==> src/rcw_pkg.sv <==
/*
  Package for the runaway-code watchdog: register map, field positions,
  reset values, timing counts and the grouped input carriers.
  Assumes a 32-bit AHB-Lite register bus and a 40 MHz block clock that
  stands in for the crystal clock.
*/
package rcw_pkg;

  // block clock and the crystal reference used for the nominal timeout figure
  localparam int unsigned CLK_HZ           = 40000000;
  localparam int unsigned XTAL_REF_HZ      = 4915200;
  localparam int unsigned TIMEOUT_REF_US   = 53300;

  // counter geometry
  localparam int unsigned PRE_W            = 12;
  localparam int unsigned CNT_W            = 6;
  localparam int unsigned TOT_W            = PRE_W + CNT_W;
  localparam int unsigned SVC_KEEP_LSB     = 3;

  // overflow counts in crystal cycles; select value 0 picks the long one
  localparam int unsigned LONG_TIMEOUT_CYC  = (1 << 18) - (1 << 4);
  localparam int unsigned SHORT_TIMEOUT_CYC = (1 << 13) - (1 << 4);
  localparam int unsigned POR_CLEAR_CYC     = 4096;
  localparam int unsigned RST_PULSE_CYC     = 32;

  // register map: the service location is an index, the rest are byte addresses
  localparam logic [31:0] SERVICE_INDEX    = 32'h0000FFFF;
  localparam logic [31:0] SERVICE_ADDR     = SERVICE_INDEX << 2;
  localparam logic [31:0] CAUSE_ADDR       = 32'h00000000;
  localparam logic [31:0] STATUS_ADDR      = 32'h00000004;
  localparam logic [31:0] MASK_ADDR        = 32'h00000008;
  localparam logic [31:0] COUNT_ADDR       = 32'h0000000C;

  // field positions
  localparam int unsigned CAUSE_WDOG_BIT   = 0;
  localparam int unsigned EV_FIRE_BIT      = 0;
  localparam int unsigned EV_QUIET_BIT     = 1;
  localparam int unsigned EV_W             = 2;

  // reset values
  localparam logic [EV_W-1:0] MASK_RST     = 2'h0;
  localparam logic [31:0]     RDATA_RST    = 32'h00000000;

  // mask-option bits, fixed at manufacture
  typedef struct packed {
    logic disable_opt;
    logic length_sel;
    logic stop_en;
  } rcw_opts_t;

  // operating conditions reported by the rest of the chip
  typedef struct packed {
    logic monitor;
    logic brk;
    logic rst_hv;
    logic irq_hv;
    logic stop_mode;
    logic wait_mode;
  } rcw_modes_t;

  typedef enum logic {ST_RUN, ST_FIRE} rcw_state_t;

endpackage

==> src/rcw_watchdog.sv <==
/*
  Runaway-code watchdog: prescaler plus counter, service location and
  forced-reset pulse on the open-drain reset pin, behind an AHB-Lite slave.
  Assumes clk_in is the crystal clock, all inputs synchronous to it, and
  that the chip's reset controller turns the pin pulse into an internal reset.

*/
// Our own choice: the AHB-Lite interface to the registers.
`timescale 1ns/10ps
`default_nettype none

module rcw_watchdog #(
  parameter int unsigned LONG_COUNT  = rcw_pkg::LONG_TIMEOUT_CYC,
  parameter int unsigned SHORT_COUNT = rcw_pkg::SHORT_TIMEOUT_CYC
) (
  input  wire logic               clk_in,
  input  wire logic               reset_in,
  input  wire logic               hsel_in,
  input  wire logic [31:0]        haddr_in,
  input  wire logic [1:0]         htrans_in,
  input  wire logic               hwrite_in,
  input  wire logic [2:0]         hsize_in,
  input  wire logic [31:0]        hwdata_in,
  input  wire logic               hready_in,
  output logic [31:0]             hrdata_out,
  output logic                    hreadyout_out,
  output logic                    hresp_out,
  input  wire rcw_pkg::rcw_opts_t  opts_in,
  input  wire rcw_pkg::rcw_modes_t modes_in,
  input  wire logic               stop_instr_in,
  input  wire logic               internal_reset_in,
  input  wire logic               vector_fetch_in,
  input  wire logic [7:0]         reset_vector_low_in,
  output logic                    rst_pin_out,
  output logic                    rst_pin_oe_out,
  output logic                    event_irq_out
);
  import rcw_pkg::*;

  localparam logic [TOT_W-1:0] LONG_LAST  = TOT_W'(LONG_COUNT - 1);
  localparam logic [TOT_W-1:0] SHORT_LAST = TOT_W'(SHORT_COUNT - 1);
  localparam logic [5:0]       PULSE_LAST = 6'(RST_PULSE_CYC - 1);
  localparam logic [12:0]      POR_LAST   = 13'(POR_CLEAR_CYC - 1);

  logic [PRE_W-1:0] pre_r;
  logic [CNT_W-1:0] cnt_r;
  logic [TOT_W-1:0] tot_nxt;
  rcw_state_t       state_r;
  logic [5:0]       pulse_cnt_r;
  logic [12:0]      por_cnt_r;
  logic             por_done_r;
  logic             cause_r;
  logic [EV_W-1:0]  status_r;
  logic [EV_W-1:0]  mask_r;
  logic             dp_wr_r;
  logic [31:0]      dp_addr_r;
  logic [31:0]      hrdata_r;

  // bus decode: zero-wait slave, so every accepted address phase is
  // followed by exactly one data phase
  wire              ap_valid   = hsel_in & htrans_in[1] & hready_in;
  wire              ap_read    = ap_valid & ~hwrite_in;
  wire              wr_service = dp_wr_r & (dp_addr_r == SERVICE_ADDR);
  wire              wr_cause   = dp_wr_r & (dp_addr_r == CAUSE_ADDR);
  wire              wr_status  = dp_wr_r & (dp_addr_r == STATUS_ADDR);
  wire              wr_mask    = dp_wr_r & (dp_addr_r == MASK_ADDR);

  // disable sources are mask options and test-voltage conditions only
  wire disabled = opts_in.disable_opt
                | (modes_in.monitor & (modes_in.rst_hv | modes_in.irq_hv))
                | (modes_in.brk & modes_in.rst_hv);

  // wait mode is deliberately absent here: the count keeps running
  wire halt       = modes_in.stop_mode & opts_in.stop_en;
  wire tick       = ~halt;
  wire [TOT_W-1:0] total = {cnt_r, pre_r};
  wire [TOT_W-1:0] limit = opts_in.length_sel ? SHORT_LAST : LONG_LAST;
  wire expired    = tick & (total >= limit);
  wire fire       = expired & ~disabled & (state_r == ST_RUN);
  wire quiet_exp  = expired & disabled;
  wire por_clear  = (por_cnt_r == POR_LAST) & ~por_done_r;
  wire clear_pre  = (stop_instr_in & opts_in.stop_en)
                  | vector_fetch_in
                  | por_clear;
  wire clear_all  = internal_reset_in | (state_r == ST_FIRE);
  wire [EV_W-1:0] ev_set = {quiet_exp, fire};

  always_comb begin
    tot_nxt = tick ? TOT_W'(total + 1'b1) : total;
    if (expired) begin
      tot_nxt = '0;
    end
    if (wr_service) begin
      tot_nxt[TOT_W-1:SVC_KEEP_LSB] = '0;
    end
    if (clear_pre) begin
      tot_nxt[PRE_W-1:0] = '0;
    end
    if (clear_all) begin
      tot_nxt = '0;
    end
  end

  always_ff @(posedge clk_in or posedge reset_in) begin
    if (reset_in) begin
      pre_r <= '0;
      cnt_r <= '0;
    end else begin
      {cnt_r, pre_r} <= tot_nxt;
    end
  end

  // pulse on the reset pin; the counter is held clear while it runs
  always_ff @(posedge clk_in or posedge reset_in) begin
    if (reset_in) begin
      state_r     <= ST_RUN;
      pulse_cnt_r <= '0;
    end else begin
      case (state_r)
        ST_RUN: begin
          pulse_cnt_r <= '0;
          if (fire) begin
            state_r <= ST_FIRE;
          end
        end
        ST_FIRE: begin
          pulse_cnt_r <= pulse_cnt_r + 6'h01;
          if (pulse_cnt_r == PULSE_LAST) begin
            state_r <= ST_RUN;
          end
        end
        default: begin
          state_r <= ST_RUN;
        end
      endcase
    end
  end

  assign rst_pin_out    = 1'b0;
  assign rst_pin_oe_out = (state_r == ST_FIRE);

  // power-up delay before the one-off prescaler clear
  always_ff @(posedge clk_in or posedge reset_in) begin
    if (reset_in) begin
      por_cnt_r  <= '0;
      por_done_r <= 1'b0;
    end else if (!por_done_r) begin
      por_cnt_r  <= por_cnt_r + 13'h0001;
      por_done_r <= por_clear;
    end
  end

  // cause bit: a new overflow wins over a software clear in the same cycle
  always_ff @(posedge clk_in or posedge reset_in) begin
    if (reset_in) begin
      cause_r <= 1'b0;
    end else begin
      cause_r <= fire | (cause_r & ~(wr_cause & hwdata_in[CAUSE_WDOG_BIT]));
    end
  end

  // event status for the bus side only; this is not a processor interrupt
  always_ff @(posedge clk_in or posedge reset_in) begin
    if (reset_in) begin
      status_r <= '0;
      mask_r   <= MASK_RST;
    end else begin
      status_r <= ev_set | (status_r & ~({EV_W{wr_status}} & hwdata_in[EV_W-1:0]));
      if (wr_mask) begin
        mask_r <= hwdata_in[EV_W-1:0];
      end
    end
  end

  assign event_irq_out = |(status_r & mask_r);

  // read data is captured in the address phase so it stands from a flop
  wire [31:0] rd_mux =
      (haddr_in == SERVICE_ADDR) ? {24'h000000, reset_vector_low_in} :
      (haddr_in == CAUSE_ADDR)   ? {31'h00000000, cause_r} :
      (haddr_in == STATUS_ADDR)  ? {30'h00000000, status_r} :
      (haddr_in == MASK_ADDR)    ? {30'h00000000, mask_r} :
      (haddr_in == COUNT_ADDR)   ? {14'h0000, total} :
                                   RDATA_RST;

  always_ff @(posedge clk_in or posedge reset_in) begin
    if (reset_in) begin
      dp_wr_r   <= 1'b0;
      dp_addr_r <= '0;
      hrdata_r  <= RDATA_RST;
    end else begin
      dp_wr_r   <= ap_valid & hwrite_in;
      dp_addr_r <= haddr_in;
      if (ap_read) begin
        hrdata_r <= rd_mux;
      end
    end
  end

  assign hrdata_out    = hrdata_r;
  assign hreadyout_out = 1'b1;
  assign hresp_out     = 1'b0;

  // independent length count of the pin pulse; the width checks
  // must not lean on pulse_cnt_r, which is what they verify
  logic [6:0] pin_low_len_r;

  always_ff @(posedge clk_in or posedge reset_in) begin
    if (reset_in) begin
      pin_low_len_r <= '0;
    end else if (rst_pin_oe_out) begin
      pin_low_len_r <= pin_low_len_r + 7'h01;
    end else begin
      pin_low_len_r <= '0;
    end
  end
endmodule

`default_nettype wire

==> config.mk <==
export PLATFORM = sky130hd
export DESIGN_NAME = rcw_watchdog
export DESIGN_NICKNAME = d
export VERILOG_FILES = /design/src/rcw_pkg.sv /design/src/rcw_watchdog.sv
export SDC_FILE = /design/constraint.sdc
export NUM_CORES = 1
export LEC_CHECK = 0
export ABC_AREA = 1
export BUFFER_PORTS_ARGS = -buffer_cell sky130_fd_sc_hd__buf_2
export CAP_MARGIN = 20
export CORE_MARGIN = 3
export CORE_UTILIZATION = 45
export DETAILED_ROUTE_END_ITERATION = 12
export HOLD_SLACK_MARGIN = 0.06
export MAX_ROUTING_LAYER = met4
export PLACE_DENSITY_LB_ADDON = 0.1
export SETUP_SLACK_MARGIN = 0.05
export SLEW_MARGIN = 20
export SYNTH_ARGS = -nofsm -noshare
export SYNTH_HDL_FRONTEND = slang
export SYNTH_SLANG_ARGS = --single-unit
==> constraint.sdc <==
create_clock -name clk_in -period 4.8 [get_ports clk_in]
set_clock_uncertainty 0.05 [all_clocks]
set_input_delay 0.96 -clock clk_in [delete_from_list [all_inputs] [get_ports clk_in]]
set_output_delay 0.96 -clock clk_in [all_outputs]
set_load 0.03 [all_outputs]
==> metrics.cfg, run 1 <==
[synthesis]
ys_seq_elements = 95
yosysWarnings = 0
yosysTopAreaCellShare_pct = 49.5
synth_area_leader_cell = dfrtp_1
synthCells = 592
synth_edf_count = 0
ys_seq_area_share_pct = 49.5
ys.flop_type = dfrtp_1
synth.distinct_cells = 38
ys_async_sr_fraction_pct = 100
syn-cell-area_sq_um = 4810
synth.avg_cell_area_sq_um = 8.12
ys_top_cells_by_area = dfrtp_1 (49%), nand2_1 (12%), nor2_1 (6.5%)

[run_status]
status = finished clean

[finish]
area_delta_synth_final_pct = 14.5
fillers = 1016
drive_above_1_share_pct = 19.6
antennaDiodeCount = 0
nets = 780
final_util_pct = 53.1

[power]
internal_power_uw = 1110
vdd_drop_max_v = 0.000144
pwr-share-comb_pct = 7.1
seq_power_share_pct = 55.6
power_density_nw_per_um2 = 269
switchingPower_uw = 366
p_sw_share_pct = 24.7
leakagePower_uw = 0.00279
totalPowerFinal_uw = 1480
p_clk_share_pct = 37.3

[sta]
post-route-worst-setup-slack_ps = 2310
hold_viol_final = 0
rsz0062_at_grt = no
max_freq_mhz = 402
setup_violations = 0
slew_headroom_pct = 50.8
period_share_pct = 51.8
tns_ps = 0
holdWs_ps = 416
fin_crit_ps = 2490
slew_violations = 0
worst_pin_slew_ps = 737

[route]
num_vias = 3954
avgViaCountPerCell = 4.83
drc = 0
routedWlPerCell_um = 12.2
wl_um = 10000
drtPass1Iterations = 4
ant_nets = 0
drt-initial-drc-count = 157

[die]
rows = 37
io_pins = 131
die_w_um = 109
die_h_um = 109
die_area_sq_um = 12000
core_area_sq_um = 10400
start_util_pct = 46.4

[critical_path]
worstSetupEndpoint = hrdata_out[17]
startpoint = hready_in
ff2ff_path_depth = 12
reg2reg_slack_ps = 2890
arrival_ps = 2690
required_ps = 5010
cp-start-kind = input pin
end_kind = register
cp_max_fo = 18
r2r_start = cnt_r[5]
worstSetupPathType = in2reg
worstReg2RegEnd = pre_r[0]

[min_path]
hold_start = pulse_cnt_r[0]
min_path_type = reg2reg

[global_route]
grt_pass1_wl_um = 17100
grt.total_usage_pct = 18.8
grt_max_degree = 61
antenna_found_initial = 0
grt_overflow = 0
grt_pass1_vias = 3652

[flow_run]
maxCapViolations = 0

[clock_network]
postCtsSetupRepairBufs = 0
cts_buffer_depth = 2
cts_buffers = 9
cts_htree_levels = 3
clkSlewWorstSetupHoldPaths_ps = 100
cts_tree = done
root_buffer = clkbuf_8
cts.repair.resized = 0
cts_sinks = 95
clk_latency_ps = 370
ctsHoldBuffers = 0

[place]
pre_cts_slack_ps = 1890
hpwl_um = 7810
gp_congestion = 0.908
port_buffers = 78

-- cells in the final DEF, fill, tap and decap left out, types with 11 or more instances in the layout --
master,count
inv_1,58
nand3_1,43
nor3_1,11
o21ai_0,15
nand4_1,14
buf_2,78
conb_1,17
clkbuf_8,11
nor2_2,11
nor2_1,83
nand2_1,156
a21oi_1,11
dfrtp_1,95
-- power by group through the flow --
stage | clock network [uW] | registers, uW | logic [uW]
floorplan | 0 | 836 | 74.1
finish | 552 | 822 | 105
CTS | 571 | 822 | 107
detailed placement | 0 | 838 | 107
global route | 596 | 824 | 121
global placement | 0 | 837 | 104
-- synth_stat cells, drive strengths merged, types with 2 or more instances --
master,n
ha,8
xnor2,10
nand2,165
inv,64
dfrtp,95
nand3,47
nor2,96
buf,19
clkinv,2
nand4,16
o21ai,21
a21oi,11
nor4,3
xor2,10
nor3,14
conb,2
and2,2
-- registers in the layout, summed over array words and instances, names as in the netlist --
name,cells
pulse_cnt_r,6
status_r,2
dp_addr_r,32
hrdata_out,18
mask_r,2
por_cnt_r,13
cnt_r,6
por_done_r,1
rst_pin_oe_out,1
cause_r,1
dp_wr_r,1
pre_r,12
-- worst max-delay path, stage by stage --
cell      delay [ps]
buf_2             80
nand3_1          100
nor2_2           580
clkinv_1         680
nand2_1          190
o21ai_0          100
-- worst min-delay path by stage --
| stage | end | slack [ps] | cells past startpoint |
|---|---|---|---|
| 2_1_floorplan | pulse_cnt_r[0] | 380 | 1 |
| 3_3_place_gp | pulse_cnt_r[0] | 400 | 1 |
| 3_5_place_dp | pulse_cnt_r[0] | 410 | 1 |
| 4_1_cts | pulse_cnt_r[0] | 420 | 1 |
| 5_1_grt | por_cnt_r[11] | 460 | 1 |
| 6_report | pulse_cnt_r[0] | 420 | 1 |
-- final cells by class --
cell class | count | area (sq um) | share of cell area (%)
inverter | 66 | 254 | 4.61
clock inverter | 5 | 56.3 | 1.02
clock buffer | 11 | 151 | 2.75
timing repair buffer | 79 | 398 | 7.23
multi-input combinational | 427 | 2100 | 38.1
sequential | 95 | 2380 | 43.2
tap | 136 | 170 | 3.09
-- stage by stage --
stage	cells	cell area (sq um)
after floorplan	607	4860
after global placement	803	5300
after detailed placement	803	5300
after CTS	819	5500
after global routing	819	5500
final	819	5500
-- cell families after synthesis --
kind of cell	synth area share (%)
other cells	0.156
xor+xnor	3.64
simple gates	32.4
compound gates	4.14
fa+ha+maj	2.08
buf+inv	8.09
flops	49.5
-- per-layer routing --
metal | part of all wire [%] | track usage, % | up-vias
met1 | 47 | 24.3 | 1839
met3 | 4.5 | 3.52 | 11
met4 | 1.1 | 5.25 | 0
met5 | 0 | - | -
met2 | 48 | 30.3 | 92
li1 | - | - | 2012
No activity file was read; power rests on OpenSTA's default activity.
==> run 2: changes to the inputs <==
Settings changed: ABC_AREA 1 to 0.
Clock period 4.8 ns to 2.45 ns, I/O delays scaled along.
==> run 2 against run 1 <==
Sequential share of layout area up 4.5 points. Cell area fell by 9.3%. Cell count decreased by 30%. Via count decreased by 22%. Sequential cell count is the same. Global-route usage decreased by 0.061 points. Routed wire length shrank 10%. Die area decreased by 11%. Hold slack worse by 210 ps. First-iteration DRC count down 28%. Critical path type is now reg2reg. Critical endpoint is now cnt_r[5]. Largest power group unchanged. Highest routed layer unchanged.
==> metrics.cfg, run 2 <==
[run_status]
status = finished clean

[sta]
worst_pin_slew_ps = 569
slew_violations = 0
hold_viol_final = 0
tns_ps = 0
slew_headroom_pct = 61.7
setup_violations = 0
post-route-worst-setup-slack_ps = 336
period_share_pct = 86.3
fin_crit_ps = 2110
max_freq_mhz = 473
rsz0062_at_grt = no

[synthesis]
synthMuxAreaShare_pct = 1.60
synthCells = 369
synth.distinct_cells = 50
yosys-top-cells-count = dfrtp_1 (95), nor2_1 (31), nand2_1 (30)
yosysWarnings = 0
yosysMostFrequentCell = dfrtp_1
synth_area_leader_cell = dfrtp_1
syn-cell-area_sq_um = 4240
synthAdderAreaFrac_pct = 2.36
yosysTopAreaCellShare_pct = 56.1
synth-compound-area-share_pct = 7.83
ys_seq_elements = 95
ys_top_cells_by_area = dfrtp_1 (56%), xnor2_1 (3.3%), nand4_1 (3.1%)
ys.flop_type = dfrtp_1
synth_edf_count = 0
ys_async_sr_fraction_pct = 100
synth_top_family_by_area = simple AND/OR/NAND/NOR gates
ys_seq_area_share_pct = 56.1
synth.avg_cell_area_sq_um = 11.5
synth-xor-area-share_pct = 6.00
synthSimpleGateAreaFrac_pct = 21.8

[critical_path]
end_kind = register
r2r_start = cnt_r[2]
cp_cell_sequence = ha_1, a211oi_1, o31ai_1, a21oi_1, buf_4, o21ai_1, buf_4, nor2_1
cp-start-kind = register
worstSetupPathType = reg2reg
path_common_cell = buf_4
path_buf_inv = 2
cp_top_family = compound AO/OA/AOI/OAI gates
critPathMaxStageDelay_ps = 440
startpoint = cnt_r[2]
slowest_stage = dfrtp_1
required_ps = 2680
arrival_ps = 2350
cp_max_fo = 8
reg2reg_slack_ps = 340

[global_route]
antenna_found_initial = 0
grt_max_degree = 82
grt_pass1_wl_um = 15000
grt.total_usage_pct = 18.7
grt_overflow = 0
grt_pass1_vias = 3081

[place]
dp.cells = 556
gp_congestion = 0.845
pre_cts_slack_ps = 170
hpwl_um = 6660
port_buffers = 78

[clock_network]
clkSlewWorstSetupHoldPaths_ps = 90
clk_latency_ps = 350
cts_sinks = 95
cts_tree = done
postCtsSetupRepairBufs = 0
cts_buffer_depth = 2
cts_buffers = 9
cts_htree_levels = 3
root_buffer = clkbuf_8

[min_path]
hold_start = haddr_in[19]
min_path_type = in2reg

[power]
internal_power_uw = 2250
vdd_drop_max_v = 0.000311
seq_power_share_pct = 55.1
pwr-share-comb_pct = 6.4
p_clk_share_pct = 38.5
leakagePower_uw = 0.00233
switchingPower_uw = 667
power_density_nw_per_um2 = 585
p_sw_share_pct = 22.9

[finish]
drive_above_1_share_pct = 25.4
antennaDiodeCount = 0
final_cells = 572
nets = 562
mostFrequentLayoutCell = dfrtp_1
area_delta_synth_final_pct = 17.8
regMostFlops = dp_addr_r
largest_reg_flops = 32
fillers = 767
final_cell_mix = dfrtp_1 (95), buf_2 (78), nor2_1 (31)

[route]
wl_um = 8980
drtPass1Iterations = 4
drt-initial-drc-count = 113
num_vias = 3094
drc = 0
ant_nets = 0
routedWlPerCell_um = 15.7
avgViaCountPerCell = 5.41

[die]
die_area_sq_um = 10600
start_util_pct = 47.4
io_pins = 131
die_h_um = 103
core_area_sq_um = 8930
rows = 34
die_w_um = 103

[flow_run]
maxCapViolations = 0

==> run 2: cell types whose count changed after synthesis, moves of 7 or more <==
cell | previous run | this run
nand4_1 | 14 | 21
o21ai_0 | 15 | 1
a22o_1 | 1 | 12
nor2_2 | 11 | 0
and2_1 | 1 | 14
nand2_2 | 7 | 0
inv_1 | 59 | 6
nor4_1 | 3 | 11
nand3_1 | 43 | 11
nand2_1 | 156 | 30
nor2_1 | 83 | 31
==> run 2: power by group through the flow <==
stage,Sequential [uW],Clock (uW),Combinational [uW]
global placement,1640,0,185
global route,1610,1230,208
floorplan,1640,0,116
finish,1610,1120,187
detailed placement,1640,0,187
CTS,1610,1170,190
==> run 2: metal layers <==
layer	routed length [um]	part of all wire [%]	vias to the layer above	global-route usage (%)
met3	468	5.2	6	3.86
li1	-	-	1484	-
met1	4360	48	1525	27.0
met4	78	0.87	0	4.08
met2	4080	45	79	27.3
met5	0	0	-	-
==> run 2: cell type report <==
type / count / area [sq um] / area share, %
sequential: 95 / 2380 / 47.6
multi-input combinational: 260 / 1740 / 34.9
timing repair buffer: 88 / 493 / 9.88
clock buffer: 10 / 138 / 2.76
tap: 108 / 135 / 2.71
clock inverter: 5 / 81.3 / 1.63
inverter: 6 / 26.3 / 0.527
==> run 2: what timing repair did <==
item	in CTS	in global routing
hold buffers	1	0
gates resized for setup	0	0
setup endpoints to repair	0	0
hold endpoints to repair	14	0
==> run 2: worst paths after layout <==
| check | endpoint | cells past startpoint |
|---|---|---|
| max | cnt_r[5] | 8 |
| min | dp_addr_r[19] | 1 |
| max reg2reg | cnt_r[5] | 8 |
| min reg2reg | pulse_cnt_r[0] | 1 |
| max in group asynchronous | pre_r[5] | 4 |
| min in group asynchronous | por_cnt_r[11] | 3 |
==> run 2: cell families (layout without fill, tap and decap cells) <==
group,after synthesis,after routing
XOR/XNOR,29,29
other,2,17
buffers and inverters,29,109
multiplexers,5,5
AND/OR/NAND/NOR,156,156
AO/OA/AOI/OAI,45,45
adder cells (fa/ha/maj),8,8
flip-flops,95,95
==> run 2: metrics by stage <==
stage                     util (%)  power, uW  hold WS (ps)  area (sq um)
after global routing          55.9       3050           177          4990
after global placement        53.3       1830           405          4760
after floorplan                  -       1750           382          4300
after detailed placement      53.3       1830           412          4760
final                         55.9       2920           205          4990
after CTS                     55.9       2970           188          4990
